File: src/hdl/sar_ctrl_pkg.sv
// constants used by the converter control, which passes the word width on to its result shift register
package sar_ctrl_pkg;
	// ----------------------------------------------------------------
	// timing
	// ----------------------------------------------------------------
	localparam int unsigned CLK_HZ          = 50_000_000;
	localparam int unsigned CAL_DELAY_MS    = 40;
	localparam int unsigned CAL_RUN_MS      = 400;
	localparam int unsigned CAL_RUN_HOT_MS  = 550;
	localparam int unsigned CAL_DELAY_CYC   = CAL_DELAY_MS * (CLK_HZ / 1000);
	localparam int unsigned CAL_RUN_CYC     = CAL_RUN_MS * (CLK_HZ / 1000);
	localparam int unsigned CONV_NS         = 700;
	localparam int unsigned CLK_NS          = 20;
	localparam int unsigned CONV_CYC        = (CONV_NS + CLK_NS - 1) / CLK_NS;
	// ----------------------------------------------------------------
	// word layout
	// ----------------------------------------------------------------
	localparam int unsigned WORD_BITS_WIDE  = 14;
	localparam int unsigned WORD_BITS_NARROW = 12;

	typedef enum logic [2:0]
	{
		ST_POWER_WAIT = 3'b000,
		ST_CALIBRATE  = 3'b001,
		ST_ACQUIRE    = 3'b010,
		ST_CONVERT    = 3'b011,
		ST_DONE       = 3'b100
	} ctrl_state_t;
endpackage : sar_ctrl_pkg

File: src/hdl/sar_result_shift.sv
// result word holding register shifted out msb first on serial clock falls
`timescale 1ns/100ps
`default_nettype none
module sar_result_shift #(
	parameter int unsigned WIDTH = 14
)(
	input  wire logic             sys_clk,
	input  wire logic             rstn,
	input  wire logic             clk_en,
	input  wire logic             load,
	input  wire logic [WIDTH-1:0] load_word,
	input  wire logic             shift,
	output logic                  msb_q
);
	logic [WIDTH-1:0] word_q;

	// load wins over shift so a fresh result is never half shifted
	always_ff @(posedge sys_clk or negedge rstn)
	begin
		if (!rstn)
			word_q <= '0;
		else if (clk_en && load)
			word_q <= load_word;
		else if (clk_en && shift)
			word_q <= {word_q[WIDTH-2:0], 1'b0};
	end

	assign msb_q = word_q[WIDTH-1];
endmodule : sar_result_shift
`default_nettype wire

File: src/hdl/sar_convert_ctrl.sv
// conversion, readout and power-up calibration control of the converter
`timescale 1ns/100ps
`default_nettype none
module sar_convert_ctrl #(
	parameter int unsigned WORD_BITS     = sar_ctrl_pkg::WORD_BITS_WIDE,
	parameter int unsigned CAL_DELAY_CYC = sar_ctrl_pkg::CAL_DELAY_CYC,
	parameter int unsigned CAL_RUN_CYC   = sar_ctrl_pkg::CAL_RUN_CYC,
	parameter int unsigned CONV_CYC      = sar_ctrl_pkg::CONV_CYC
)(
	input  wire logic                 sys_clk,
	input  wire logic                 rstn,
	input  wire logic                 clk_en,
	input  wire logic                 conversion_start_select,
	input  wire logic                 sclk,
	input  wire logic                 sdi,
	input  wire logic [WORD_BITS-1:0] sample_code,
	output logic                      sdo_o,
	output logic                      sdo_oe,
	output logic                      sampling_phase,
	output logic                      cal_busy,
	output logic                      conv_busy
);
	// ----------------------------------------------------------------
	// pin synchronisers
	// ----------------------------------------------------------------
	logic cs_meta_q, cs_sync_q, cs_prev_q;
	logic ck_meta_q, ck_sync_q, ck_prev_q;
	logic sdi_meta_q, sdi_sync_q;

	// two flops per pin, third flop only for edge finding
	always_ff @(posedge sys_clk or negedge rstn)
	begin
		if (!rstn)
		begin
			cs_meta_q  <= 1'b1;
			cs_sync_q  <= 1'b1;
			cs_prev_q  <= 1'b1;
			ck_meta_q  <= 1'b0;
			ck_sync_q  <= 1'b0;
			ck_prev_q  <= 1'b0;
			sdi_meta_q <= 1'b1;
			sdi_sync_q <= 1'b1;
		end
		else if (clk_en)
		begin
			cs_meta_q  <= conversion_start_select;
			cs_sync_q  <= cs_meta_q;
			cs_prev_q  <= cs_sync_q;
			ck_meta_q  <= sclk;
			ck_sync_q  <= ck_meta_q;
			ck_prev_q  <= ck_sync_q;
			sdi_meta_q <= sdi;
			sdi_sync_q <= sdi_meta_q;
		end
	end

	// ----------------------------------------------------------------
	// edge decode
	// ----------------------------------------------------------------
	wire cs_rise = cs_sync_q & ~cs_prev_q;
	wire cs_low  = ~cs_sync_q;
	wire ck_fall = ck_prev_q & ~ck_sync_q;
	// sdi is watched; a low level forces the driven sdo bit to zero
	wire sdi_ok  = sdi_sync_q;

	// ----------------------------------------------------------------
	// state and counters
	// ----------------------------------------------------------------
	localparam int unsigned CNT_W = $clog2(CAL_DELAY_CYC + CAL_RUN_CYC + CONV_CYC + 2);
	localparam int unsigned BIT_W = $clog2(WORD_BITS + 1);

	sar_ctrl_pkg::ctrl_state_t state_q, state_d;
	logic [CNT_W-1:0]          cnt_q, cnt_d;
	logic [BIT_W-1:0]          bits_q, bits_d;
	logic [WORD_BITS-1:0]      code_q;

	wire cnt_hit_delay = (cnt_q == CNT_W'(CAL_DELAY_CYC - 1));
	wire cnt_hit_cal   = (cnt_q == CNT_W'(CAL_RUN_CYC - 1));
	wire cnt_hit_conv  = (cnt_q == CNT_W'(CONV_CYC - 1));
	wire in_acquire    = (state_q == sar_ctrl_pkg::ST_ACQUIRE);
	wire in_done       = (state_q == sar_ctrl_pkg::ST_DONE);
	wire bits_left     = (bits_q != '0);
	// readout happens in acquisition after a select fall, word not yet exhausted
	wire read_window   = in_acquire & cs_low & bits_left;
	wire shift_now     = read_window & ck_fall;
	wire load_now      = in_done & cs_low;

	// next-state decode
	always_comb
	begin
		state_d = state_q;
		cnt_d   = cnt_q + CNT_W'(1);
		bits_d  = bits_q;
		case (state_q)
			sar_ctrl_pkg::ST_POWER_WAIT:
				if (cnt_hit_delay)
				begin
					state_d = sar_ctrl_pkg::ST_CALIBRATE;
					cnt_d   = '0;
				end
			sar_ctrl_pkg::ST_CALIBRATE:
				if (cnt_hit_cal)
				begin
					state_d = sar_ctrl_pkg::ST_ACQUIRE;
					cnt_d   = '0;
				end
			sar_ctrl_pkg::ST_ACQUIRE:
			begin
				cnt_d = '0;
				if (shift_now)
					bits_d = bits_q - BIT_W'(1);
				if (cs_rise)
				begin
					state_d = sar_ctrl_pkg::ST_CONVERT;
					bits_d  = '0;
				end
			end
			sar_ctrl_pkg::ST_CONVERT:
				if (cnt_hit_conv)
				begin
					state_d = sar_ctrl_pkg::ST_DONE;
					cnt_d   = '0;
				end
			sar_ctrl_pkg::ST_DONE:
			begin
				cnt_d = '0;
				if (cs_low)
				begin
					state_d = sar_ctrl_pkg::ST_ACQUIRE;
					bits_d  = BIT_W'(WORD_BITS);
				end
			end
			default:
			begin
				state_d = sar_ctrl_pkg::ST_POWER_WAIT;
				cnt_d   = '0;
			end
		endcase
	end

	// state registers; power-up calibration starts from reset release
	always_ff @(posedge sys_clk or negedge rstn)
	begin
		if (!rstn)
		begin
			state_q <= sar_ctrl_pkg::ST_POWER_WAIT;
			cnt_q   <= '0;
			bits_q  <= '0;
		end
		else if (clk_en)
		begin
			state_q <= state_d;
			cnt_q   <= cnt_d;
			bits_q  <= bits_d;
		end
	end

	// sample the analog code at the end of the conversion interval
	always_ff @(posedge sys_clk or negedge rstn)
	begin
		if (!rstn)
			code_q <= '0;
		else if (clk_en && state_q == sar_ctrl_pkg::ST_CONVERT && cnt_hit_conv)
			code_q <= sample_code;
	end

	// ----------------------------------------------------------------
	// result shift register
	// ----------------------------------------------------------------
	logic shift_msb;

	sar_result_shift #(
		.WIDTH     (WORD_BITS)
	) u_shift (
		.sys_clk   (sys_clk),
		.rstn      (rstn),
		.clk_en    (clk_en),
		.load      (load_now),
		.load_word (code_q),
		.shift     (shift_now),
		.msb_q     (shift_msb)
	);

	// ----------------------------------------------------------------
	// output flops
	// ----------------------------------------------------------------
	// a word is offered only after a finished conversion; a host that idles
	// select low through calibration would otherwise see sdo driven at its end
	logic word_ok_q;
	wire  word_ok_d = load_now | (word_ok_q & ~cs_rise);

	always_ff @(posedge sys_clk or negedge rstn)
	begin
		if (!rstn)
			word_ok_q <= 1'b0;
		else if (clk_en)
			word_ok_q <= word_ok_d;
	end

	// the enable follows select once a result waits
	wire sdo_drive = in_acquire & cs_low & word_ok_q & ~load_now;

	always_ff @(posedge sys_clk or negedge rstn)
	begin
		if (!rstn)
		begin
			sdo_o          <= 1'b0;
			sdo_oe         <= 1'b0;
			sampling_phase <= 1'b0;
			cal_busy       <= 1'b1;
			conv_busy      <= 1'b0;
		end
		else if (clk_en)
		begin
			sdo_o          <= sdo_drive & shift_msb & sdi_ok;
			sdo_oe         <= sdo_drive;
			sampling_phase <= (state_d == sar_ctrl_pkg::ST_ACQUIRE);
			cal_busy       <= (state_d == sar_ctrl_pkg::ST_POWER_WAIT) ||
			                  (state_d == sar_ctrl_pkg::ST_CALIBRATE);
			conv_busy      <= (state_d == sar_ctrl_pkg::ST_CONVERT);
		end
	end

endmodule : sar_convert_ctrl
`default_nettype wire

File: config.mk
export PLATFORM = sky130hd
export DESIGN_NAME = sar_convert_ctrl
export DESIGN_NICKNAME = d
export VERILOG_FILES = /design/src/hdl/sar_ctrl_pkg.sv /design/src/hdl/sar_result_shift.sv /design/src/hdl/sar_convert_ctrl.sv
export SDC_FILE = /design/constraint.sdc
export NUM_CORES = 1
export LEC_CHECK = 0
export BUFFER_PORTS_ARGS = -buffer_cell sky130_fd_sc_hd__buf_2
export CORE_MARGIN = 1
export CORE_UTILIZATION = 55
export DETAILED_ROUTE_END_ITERATION = 10
export MAX_ROUTING_LAYER = met4
export PLACE_DENSITY_LB_ADDON = 0.15
export SYNTH_ARGS = -nofsm -noshare
export SYNTH_HDL_FRONTEND = slang
export SYNTH_SLANG_ARGS = --single-unit
export TNS_END_PERCENT = 30
File: constraint.sdc
create_clock -name sys_clk -period 2.7 [get_ports sys_clk]
set_input_delay 0.54 -clock sys_clk [delete_from_list [all_inputs] [get_ports sys_clk]]
set_output_delay 0.54 -clock sys_clk [all_outputs]
set_load 0.05 [all_outputs]
# --- Yosys cells after proc, flatten, opt, wreduce, memory -nomap -nowiden ---
# Index checks and enable logic that the tools add are counted.
totals:
  out_inout_bits: 5
  regBits: 74
  wordCells: 77
classes:
  n_eq_ne: 12
  reduce_logical: 11
  bitwise_logic: 17
  mux: 16
  n_addsub: 2
op_table:
  columns: ["operator", "n"]
  rows:
  - ["25-bit 2-to-1 mux", 3]
  - ["25-bit case mux with 3 select lines", 1]
  - ["14-bit 2-to-1 mux", 2]
  - ["25-bit by 1-bit adder with 25-bit output, second input constant", 1]
  - ["25-bit by 21-bit == test with 1-bit output, second input constant", 1]
  - ["25-bit == test, second input constant", 1]
  - ["25-bit by 6-bit == test with 1-bit output, second input constant", 1]
  - ["3-bit 2-to-1 mux", 5]
  - ["3-bit case mux with 5 select lines", 1]
  - ["3-bit by 2-bit == test with 1-bit output, second input constant", 4]
  - ["4-bit 2-to-1 mux", 3]
  - ["1-bit bitwise AND", 11]
  - ["4-bit case mux with 2 select lines", 1]
  - ["3-bit by 1-bit == test with 1-bit output, second input constant", 2]
  - ["3-bit zero test", 2]
  - ["1-bit NOT", 5]
  - ["1-bit logical AND", 4]
  - ["4-bit AND reduction", 1]
  - ["2-bit nonzero test", 2]
  - ["4-bit nonzero test", 1]
  - ["4-bit by 1-bit subtractor with 4-bit output, second input constant", 1]
  - ["3-bit == test, second input constant", 1]
  - ["3-bit by 2-bit != test with 1-bit output, second input constant", 1]
  - ["2-bit != test, second input constant", 1]
  - ["other kinds (2)", 2]

# --- Depth between registers and ports, before layout ---
# Gate-level depths: netlist of run 1.
depth:
  ltp_word: 7
  ltp_mapped: 9
  depth_no_buf: 7

# --- Cells and area by module ---
# From an unflattened synthesis of run 1, not the netlist that was laid out.
hier_totals:
  hier_cells: 423
  hier_area_um2: 4144.0
by_module_without_submodules:
  columns: ["module", "cells_per_inst", "instances", "area_each_um2"]
  rows:
  - ["sar_convert_ctrl", 347, 1, 3407.0]
  - ["sar_result_shift", 76, 1, 737.0]

# --- Worst setup path before layout of run 1 ---
# Ideal clock, no wire load.
synth_timing:
  path_kind: "reg-to-reg"
  start: "register cnt_q[0]"
  end: "register code_q[10]"
  stages_incl_launch_ff: 10
  path_slack_ns: 0.349
  t_arrival_ns: 2.226
  path_buffers: 2
  setup_ns: 0.125
  path_cell_list: "dfrtp_1 > inv_1 > ha_1 > or4bb_1 > nor3_4 > nand2_2 > or3_1 > buf_6 > buf_12 > mux2_4"
synth_via:
  elab_chain_len: 2
synth_rtl:
  columns: ["element", "line", "text"]
  rows:
  - ["start: declaration", "sar_convert_ctrl.sv:73", "logic [CNT_W-1:0] cnt_q, cnt_d;"]
  - ["start signal: assignment", "sar_convert_ctrl.sv:153", "cnt_q <= cnt_d;"]
  - ["25-bit by 6-bit == test with 1-bit output", "sar_convert_ctrl.sv:79", "wire cnt_hit_conv = (cnt_q == CNT_W'(CONV_CYC - 1));"]
  - ["1-bit logical AND", "sar_convert_ctrl.sv:163", "else if (clk_en && state_q == sar_ctrl_pkg::ST_CONVERT && cnt_hit_conv)"]
  - ["end signal: assignment", "sar_convert_ctrl.sv:164", "code_q <= sample_code;"]
  - ["end: declaration", "sar_convert_ctrl.sv:75", "logic [WORD_BITS-1:0] code_q;"]
# No other way between the ends.
# A chain may end at the register's enable or synchronous reset.

# --- Worst setup path in the final report of run 1 ---
layout_timing:
  start: "register bits_q[0]"
  end: "register u_shift.word_q[9]"
layout_via:
  elab_chain_len: 5
layout_rtl:
  columns: ["element", "line", "text"]
  rows:
  - ["start: declaration", "sar_convert_ctrl.sv:74", "logic [BIT_W-1:0] bits_q, bits_d;"]
  - ["start signal: assignment", "sar_convert_ctrl.sv:154", "bits_q <= bits_d;"]
  - ["4-bit nonzero test", "sar_convert_ctrl.sv:82", "wire bits_left = (bits_q != '0);"]
  - ["1-bit bitwise AND", "sar_convert_ctrl.sv:84", "wire read_window = in_acquire & cs_low & bits_left;"]
  - ["1-bit bitwise AND", "sar_convert_ctrl.sv:85", "wire shift_now = read_window & ck_fall;"]
  - ["1-bit logical AND", "sar_result_shift.sv:24", "else if (clk_en && shift)"]
  - ["2-bit nonzero test (no source line)", null, null]
  - ["end signal: assignment", "sar_result_shift.sv:23", "word_q <= load_word;"]
  - ["end signal: assignment", "sar_result_shift.sv:25", "word_q <= {word_q[WIDTH-2:0], 1'b0};"]
  - ["end: declaration", "sar_result_shift.sv:15", "logic [WIDTH-1:0] word_q;"]
# No other way between the ends.

==> flow_results.org, run 1 <==
** Critical path
- The worst setup path is captured at a flop.
- Minimum setup slack among reg-to-reg paths :: 0.24 ns
- For the worst setup path, the data arrival time is 2.68 ns.
- Reg-to-reg startpoint :: bits_q[0]$_DFFE_PN0P_
- Critical path cell sequence :: inv_1 -> ha_1 -> nor3b_1 -> o311ai_0 -> nand4_1 -> buf_4 -> mux2i_1 -> a21oi_1
- At the worst endpoint, the required time is 2.92 ns.
- Startpoint type of the worst setup path :: flop
- Kind of critical path :: flop to flop
- In this run the critical register-to-register path is captured at u_shift.word_q[9]$_DFFE_PN0P_.
- Buffer and inverter count on the worst path :: 2
- Family with the most delay on the worst path :: compound AO/OA/AOI/OAI gates
- For the worst flop-to-flop path, the logic depth is 8.
- In this design, the stage delay of the slowest critical-path cell is 0.55 ns.
- In this run the worst path has a maximum fanout of 8.
- The largest individual stage delay along the critical path comes from the cell sky130_fd_sc_hd__o311ai_0.

** Timing
- Slew Limit Headroom :: 0.398
- The worst path in the final design needs a cycle of 2.46 ns, including I/O delays and setup.
- Min Hold Slack :: 0.314 ns
- On the final layout, the worst clock skew is 0.0117 ns.
- Setup violation total in the final timing report :: 0
- Of the available clock period, the critical path in the final layout requires 0.911.
- Summed negative setup slack over all endpoints :: 0 ns
- Maximum clock frequency :: 407 MHz
- Slew at the pin with the worst max-slew slack :: 0.903 ns
- Unrepaired setup endpoints after global routing :: false
- The number of hold violations in the final report was 0.
- Final-report max-slew violation count :: 0

** Detailed routing
- Final Routed Wirelength :: 8.16 mm
- Wire per inst :: 16.1 µm
- After the first detailed-routing iteration, the DRC count stood at 213.
- Vias after detailed routing :: 3,073
- In the routed design, unresolved DRC markers number 0.
- Detail Route Antenna Nets :: 0
- The highest metal layer carrying signal wires in the routed design is met4.
- Metal1 wirelength :: 4.17 mm
- The routed design uses 3.44 mm of met2 wire.
- The first detailed-routing pass took 4 iterations.
- In the routed layout, each cell is associated on average with a via count of 6.05.
- Metal3 WL :: 464 µm

** Clocking
- The clock drives 74 sinks.
- Num CTS Buffers :: 9
- No sink is reached through more buffers than the 2 on the longest clock path.
- Total of hold buffers inserted after clock tree synthesis :: 0
- Insertion delay to the later sink of the worst-skew pair :: 0.35 ns
- Buffers added to address setup during post-CTS repair amount to 0.
- Number of levels in the clock H-tree :: 3
- Clock-pin slew was measured on the worst setup and hold paths at 0.08 ns.
- TritonCTS built the clock tree.
- Once the clock tree was built, the resizer swapped 0 gates to a different size.
- Clock tree synthesis selected as its root buffer the cell sky130_fd_sc_hd__clkbuf_8.

** Placement
- Dpl hpwl :: 5.49 mm
- Gp weighted congestion :: 0.889
- Input and output buffers added on the ports amount to 24.
- Instance area after placement :: 0.00417 mm²

** Floorplan
- Die extent in x :: 86.1 µm
- 25 I/O pins were placed.
- Area of the placeable core :: 0.00683 mm²
- Row count :: 30
- For this configuration, the core starts out at a cell density of 0.569.
- The die is 86.1 µm tall.
- Die area :: 0.00741 mm²

** Synthesis
- Yosys printed 0 warnings.
- Post-synth net total :: 398
- By area the synthesized netlist is led by sky130_fd_sc_hd__dfrtp_1, sky130_fd_sc_hd__dfstp_2, sky130_fd_sc_hd__mux2_4, sky130_fd_sc_hd__mux2_2, sky130_fd_sc_hd__mux2i_1.
- The netlist uses 61 different library cells.
- The average instance in the mapped netlist occupies 10.4 µm².
- The synthesized design contains 0 enable-type register cells.
- Synthesis handed over a netlist of 374 instances.
- Most area-hungry cell type in the Yosys netlist :: sky130_fd_sc_hd__dfrtp_1
- Cell area after synthesis :: 0.00389 mm²
- Synth top area share :: 0.437
- Share of the yosys chip area belonging to registers :: 0.478
- Total of flip-flops plus latches after synthesis :: 74
- After synthesis, the share of flip-flops with an asynchronous set or reset is 1.00.
- The most used flip-flop cell after synthesis is sky130_fd_sc_hd__dfrtp_1.

** Pwr
- Leakage power total :: 1.93 nW
- Worst VDD drop :: 0.000426 V
- Power spread over the standard cell area amounts to 662 mW/mm².

** Run status
- The run finished with clean final reports.

** Layout
- From synthesis to final layout, the design area changed by 11.8%.
- At the end of the flow the core is filled with cells to 0.636.
- After the last flow step, the layout net total stands at 431.
- After filler insertion, the fill cell instance count of the layout stands at 596.
- Summing all non-filler instances in the final layout gives an area of 0.00435 mm².
- Area of combinational cells with multiple inputs :: 0.00187 mm²
- Diode insertion count for antenna repair :: 0
- Layout cell share with drive strength beyond 1 :: 0.235
- Summing all flip-flop and latch instances after layout gives 0.00186 mm².

** Global routing
- The number of antenna violations at the first check in global routing is 0.
- The first global-routing pass estimated 14.0 mm of wire.
- Total global routing track utilization :: 0.249
- Pin count of the biggest net entering global routing :: 75
- GRT Residual Overflow :: 0
- Number of global-route vias before repair :: 2,877

** Worst hold path
- Worst min path class :: input pin to async pin

** Flow run
- MaxCap Viol Count :: 0
-- kinds of logic after synthesis --
logic type	count (synthesis)	share of synthesized area
adders and majority gates	4	0.0129
buffers and inverters	35	0.0421
xor gates and xnor gates	5	0.0113
muxes	33	0.102
and+or+nand+nor	135	0.199
AOI/OAI and AO/OA	88	0.155
DFF	74	0.478
-- sequential cells by signal, summed over array words and instances, names as in the netlist, 3 cells and up --
signal          count
bits_q              4
cnt_q              25
code_q             14
state_q             3
u_shift.word_q     14
-- layer usage --
metal / track usage / up-vias
met3: 0.0664 / 9
met5: - / -
li1: - / 1479
met1: 0.365 / 1498
met2: 0.338 / 87
met4: 0.0697 / 0
-- worst max path at each step --
stage / from / to / depth (start not counted)
final: bits_q[0]$_DFFE_PN0P_ / u_shift.word_q[9]$_DFFE_PN0P_ / 8
after global routing: bits_q[0]$_DFFE_PN0P_ / u_shift.word_q[8]$_DFFE_PN0P_ / 8
after CTS: cnt_q[0]$_DFFE_PN0P_ / cnt_q[23]$_DFFE_PN0P_ / 8
after detailed placement: cnt_q[0]$_DFFE_PN0P_ / cnt_q[23]$_DFFE_PN0P_ / 8
after global placement: clk_en / cnt_q[9]$_DFFE_PN0P_ / 8
after floorplan: cnt_q[0]$_DFFE_PN0P_ / code_q[10]$_DFFE_PN0P_ / 9
-- cell usage after synthesis, types with 4 or more instances --
library cell,number
sky130_fd_sc_hd__clkbuf_1,15
sky130_fd_sc_hd__nand2_1,20
sky130_fd_sc_hd__dfrtp_1,68
sky130_fd_sc_hd__mux2_4,10
sky130_fd_sc_hd__nor4_1,6
sky130_fd_sc_hd__and3_1,11
sky130_fd_sc_hd__nor3_1,10
sky130_fd_sc_hd__a221o_1,5
sky130_fd_sc_hd__nand2b_1,7
sky130_fd_sc_hd__buf_2,4
sky130_fd_sc_hd__nand3_1,14
sky130_fd_sc_hd__a21oi_1,17
sky130_fd_sc_hd__dfstp_2,6
sky130_fd_sc_hd__o41ai_1,5
sky130_fd_sc_hd__a41oi_1,5
sky130_fd_sc_hd__o2bb2ai_1,7
sky130_fd_sc_hd__mux2_2,12
sky130_fd_sc_hd__xor2_1,4
sky130_fd_sc_hd__ha_1,4
sky130_fd_sc_hd__o31ai_1,4
sky130_fd_sc_hd__inv_1,12
sky130_fd_sc_hd__mux2i_1,11
sky130_fd_sc_hd__a31oi_1,5
sky130_fd_sc_hd__nand4_1,13
sky130_fd_sc_hd__nor3b_1,4
sky130_fd_sc_hd__nor2_1,26
sky130_fd_sc_hd__o21ai_0,21
-- through the flow --
step / worst slack, ns / power, mW / cells
final: 0.241 / 2.88 / 508
after global routing: 0.0385 / 3.06 / 508
after CTS: 0.216 / 2.90 / 508
after detailed placement: 0.205 / 2.11 / 492
after global placement: 0.333 / 2.09 / 492
after floorplan: 0.349 / 1.91 / 374
-- placed cells by master, fill, tap and decap left out, drive strengths merged, types with 3 or more instances in the layout --
master / n
o21ai: 22
o41ai: 5
a41oi: 5
ha: 4
dfrtp: 68
o22ai: 3
nand2b: 7
nor3: 13
o32ai: 3
a221o: 5
a21oi: 17
mux2: 22
dfstp: 6
nand4: 13
o2bb2ai: 7
mux2i: 11
xor2: 4
and3: 12
inv: 13
nand2: 21
nand3: 14
o311ai: 3
nor2: 26
clkbuf: 11
nor4: 6
o31ai: 4
nor3b: 4
or4: 3
buf: 44
nand3b: 3
and4: 4
a31oi: 5
clkinv: 4
-- report_power, final --
part	switching, mW	internal (mW)	total, mW
Sequential	0.144	1.30	1.45
Combinational	0.373	0.276	0.649
Clock	0.417	0.364	0.781
-- area by class of cell --
class / instances / area share
inverter: 13 / 0.0112
tap: 96 / 0.0276
clock buffer: 11 / 0.0325
sequential: 74 / 0.428
multi-input combinational: 265 / 0.429
clock inverter: 5 / 0.00892
timing repair buffer: 44 / 0.0627
(Power assumes the default switching activity.)
==> inputs of run 2 (changes only) <==
Clock period 2.7 ns to 3.2 ns, I/O delays scaled along.
==> flow_results.org, run 2 (synthesis results as in run 1) <==
** Clocking
- Clock input transition at the sequential cells of the worst setup and hold paths :: 0.08 ns
- TritonCTS created 9 clock buffers.
- For this design, the sink count on the clock tree is 74.
- In this run the deepest clock path goes through 2 buffers.
- Setup Fix Bufs, Post-CTS :: 0
- Buffers inserted to repair hold after CTS numbered 0.
- Insertion delay to the later sink of the worst-skew pair :: 0.35 ns
- Clock tree synthesis selected as its root buffer the cell sky130_fd_sc_hd__clkbuf_8.
- After clock tree synthesis, the repair step resized 0 gates.
- Number of levels in the clock H-tree :: 3
- TritonCTS built the clock tree.

** Timing
- Final critical delay including setup and external delays :: 2.67 ns
- Setup total negative slack on the finished layout was measured at 0 ns.
- Slew at the pin with the worst max-slew slack :: 0.920 ns
- Unrepaired setup endpoints after global routing :: false
- Based on the critical path, the design can be clocked at up to 375 MHz.
- Final hold violations :: 0
- Post-route fraction of the period consumed by the critical path :: 0.834
- Worst setup skew after layout :: 0.00718 ns
- Setup violations remaining at the end of the flow were counted as 0.
- Setup slack on the critical path of the routed design comes to 0.531 ns.
- Slew Limit Headroom :: 0.385
- The final max-slew violation count was 0.

** Critical path
- Worst EP required :: 3.43 ns
- In this run the worst path has a maximum fanout of 14.
- Minimum setup slack among reg-to-reg paths :: 0.53 ns
- Delay of the slowest cell on the worst path :: 0.65 ns
- Counting cells, the worst reg-to-reg path comes to 7.
- For the worst setup path, the data arrival time is 2.90 ns.
- Capturing element type of the critical path :: flop
- Crit path to :: code_q[11]$_DFFE_PN0P_
- The most critical setup path has its startpoint at cnt_q[0]$_DFFE_PN0P_.
- Kind of critical path :: flop to flop
- Traced cell by cell, the critical path runs through inv_1 -> ha_1 -> or4bb_1 -> nor3_4 -> nand2_2 -> or3_1 -> mux2_4.
- The startpoint identified for the worst register-to-register timing path is cnt_q[0]$_DFFE_PN0P_.
- The largest individual stage delay along the critical path comes from the cell sky130_fd_sc_hd__or3_1.
- Startpoint type of the worst setup path :: flop
- In this run the critical register-to-register path is captured at code_q[11]$_DFFE_PN0P_.

** Pwr
- Summed over all cells, the static leakage comes to 1.90 nW.
- Worst VDD drop :: 0.000399 V
- Total power per unit cell area :: 590 mW/mm²

** Layout
- Area of combinational cells with multiple inputs :: 0.00187 mm²
- Storage element area :: 0.00186 mm²
- In the final layout, the share of cells above drive strength 1 is 0.220.
- Relative area change from synthesis to final layout :: 11.2%
- The filler cells instantiated in the layout total 579.
- Most common cell after layout, fill and taps aside :: sky130_fd_sc_hd__dfrtp_1
- Diode insertion count for antenna repair :: 0
- In the layout the commonest cells are sky130_fd_sc_hd__dfrtp_1, sky130_fd_sc_hd__nor2_1, sky130_fd_sc_hd__buf_2.
- Register with the highest flop count :: cnt_q
- Biggest regs :: cnt_q x25, code_q x14, u_shift.word_q x14
- Largest register FFs :: 25
- Number of nets at the end of the flow :: 423

** Global routing
- Pin count of the biggest net entering global routing :: 75
- Number of global-route vias before repair :: 2,947
- The number of antenna violations at the first check in global routing is 0.
- The first global-routing pass estimated 14.4 mm of wire.
- Across every metal layer, demand over resource in global routing totals 0.260.
- For this run the aggregate overflow at the end of global routing stands at 0.

** Detailed routing
- Vias after detailed routing :: 3,096
- In the routed design, unresolved DRC markers number 0.
- Number of vias per cell after detailed routing :: 6.19
- TritonRoute pass-1 iters :: 4
- The first routing iteration left 215 violations.
- Detail Route Antenna Nets :: 0
- The final layout contains routed wiring with a total length of 8.40 mm.
- Wire per inst :: 16.8 µm

** Floorplan
- The initial utilization of the core area, before any placement, comes to 0.569.
- Die Height :: 86.1 µm
- Die area :: 0.00741 mm²
- I/O pins :: 25
- Area of the placeable core :: 0.00683 mm²
- Row count :: 30
- Die extent in x :: 86.1 µm

** Worst hold path
- The path class of the tightest hold or removal check is input pin to async pin.

** Placement
- At the end of routability-driven placement, the weighted congestion stood at 0.931.
- Once detailed placement completed, the half-perimeter wirelength came to 5.61 mm.
- Worst setup slack before clock tree synthesis :: 0.535 ns
- In this run the tool buffered the top-level ports with 24 buffer cells.

** Run status
- Status :: finished, final reports clean

** Flow run
- Max-cap violations in this run came to 0.
==> run 2: changes by cell type in the layout (fill, tap and decap cells not counted) <==
cell,change
sky130_fd_sc_hd__buf_4,-8
sky130_fd_sc_hd__clkinv_4,-1
sky130_fd_sc_hd__bufinv_16,+2
sky130_fd_sc_hd__clkbuf_8,-1
==> run 2: critical path: cells and delay by family (launching register included) <==
| kind | cells | cell delay [ns] |
|---|---|---|
| adder cells (fa/ha/maj) | 1 | 0.15 |
| buffers and inverters | 1 | 0.11 |
| flip-flops | 1 | 0.42 |
| multiplexers | 1 | 0.42 |
| AND/OR/NAND/NOR | 4 | 1.46 |
==> run 2: how the worst min path moves through the flow <==
stage	start	end	slack, ns	cells past startpoint
3_5_place_dp	sdo_oe$_DFFE_PN0P_	sdo_oe$_DFFE_PN0P_	0.47	2
5_1_grt	sample_code[3]	code_q[3]$_DFFE_PN0P_	0.50	2
4_1_cts	rstn	sampling_phase$_DFFE_PN0P_	0.46	1
2_1_floorplan	rstn	bits_q[0]$_DFFE_PN0P_	0.34	0
6_report	rstn	cnt_q[10]$_DFFE_PN0P_	0.43	1
3_3_place_gp	cal_busy$_DFFE_PN1P_	cal_busy$_DFFE_PN1P_	0.47	1
==> run 2: area by class of cell <==
cell class,count,area share
clock buffers,10,0.0295
clock inverters,6,0.0208
inverters,13,0.0113
multi-input cells,265,0.432
flip-flops and latches,74,0.430
well taps,96,0.0278
repair buffers,36,0.0492
==> run 2: power by group <==
group | internal [mW] | leakage, nW | switching [mW]
combinational | 0.226 | 0.837 | 0.297
clock | 0.442 | 0.107 | 0.359
sequential | 1.10 | 0.960 | 0.130
==> run 2: routing by layer <==
metal / share of wire / GRT usage / wire [µm]
met1: 0.49 / 0.374 / 4090
met2: 0.43 / 0.361 / 3640
met3: 0.065 / 0.0606 / 545
met4: 0.014 / 0.0879 / 119
met5: 0 / - / 0
==> run 2: through the flow <==
step / cell area [µm²] / hold WS, ns / std cells / power, mW / utilization
finish: 4330 / 0.430 / 500 / 2.55 / 0.633
global route: 4330 / 0.502 / 500 / 2.70 / 0.633
CTS: 4330 / 0.456 / 500 / 2.57 / 0.633
detailed placement: 4110 / 0.472 / 484 / 1.77 / 0.601
global placement: 4110 / 0.469 / 484 / 1.75 / 0.601
floorplan: 3890 / 0.344 / 374 / 1.61 / -
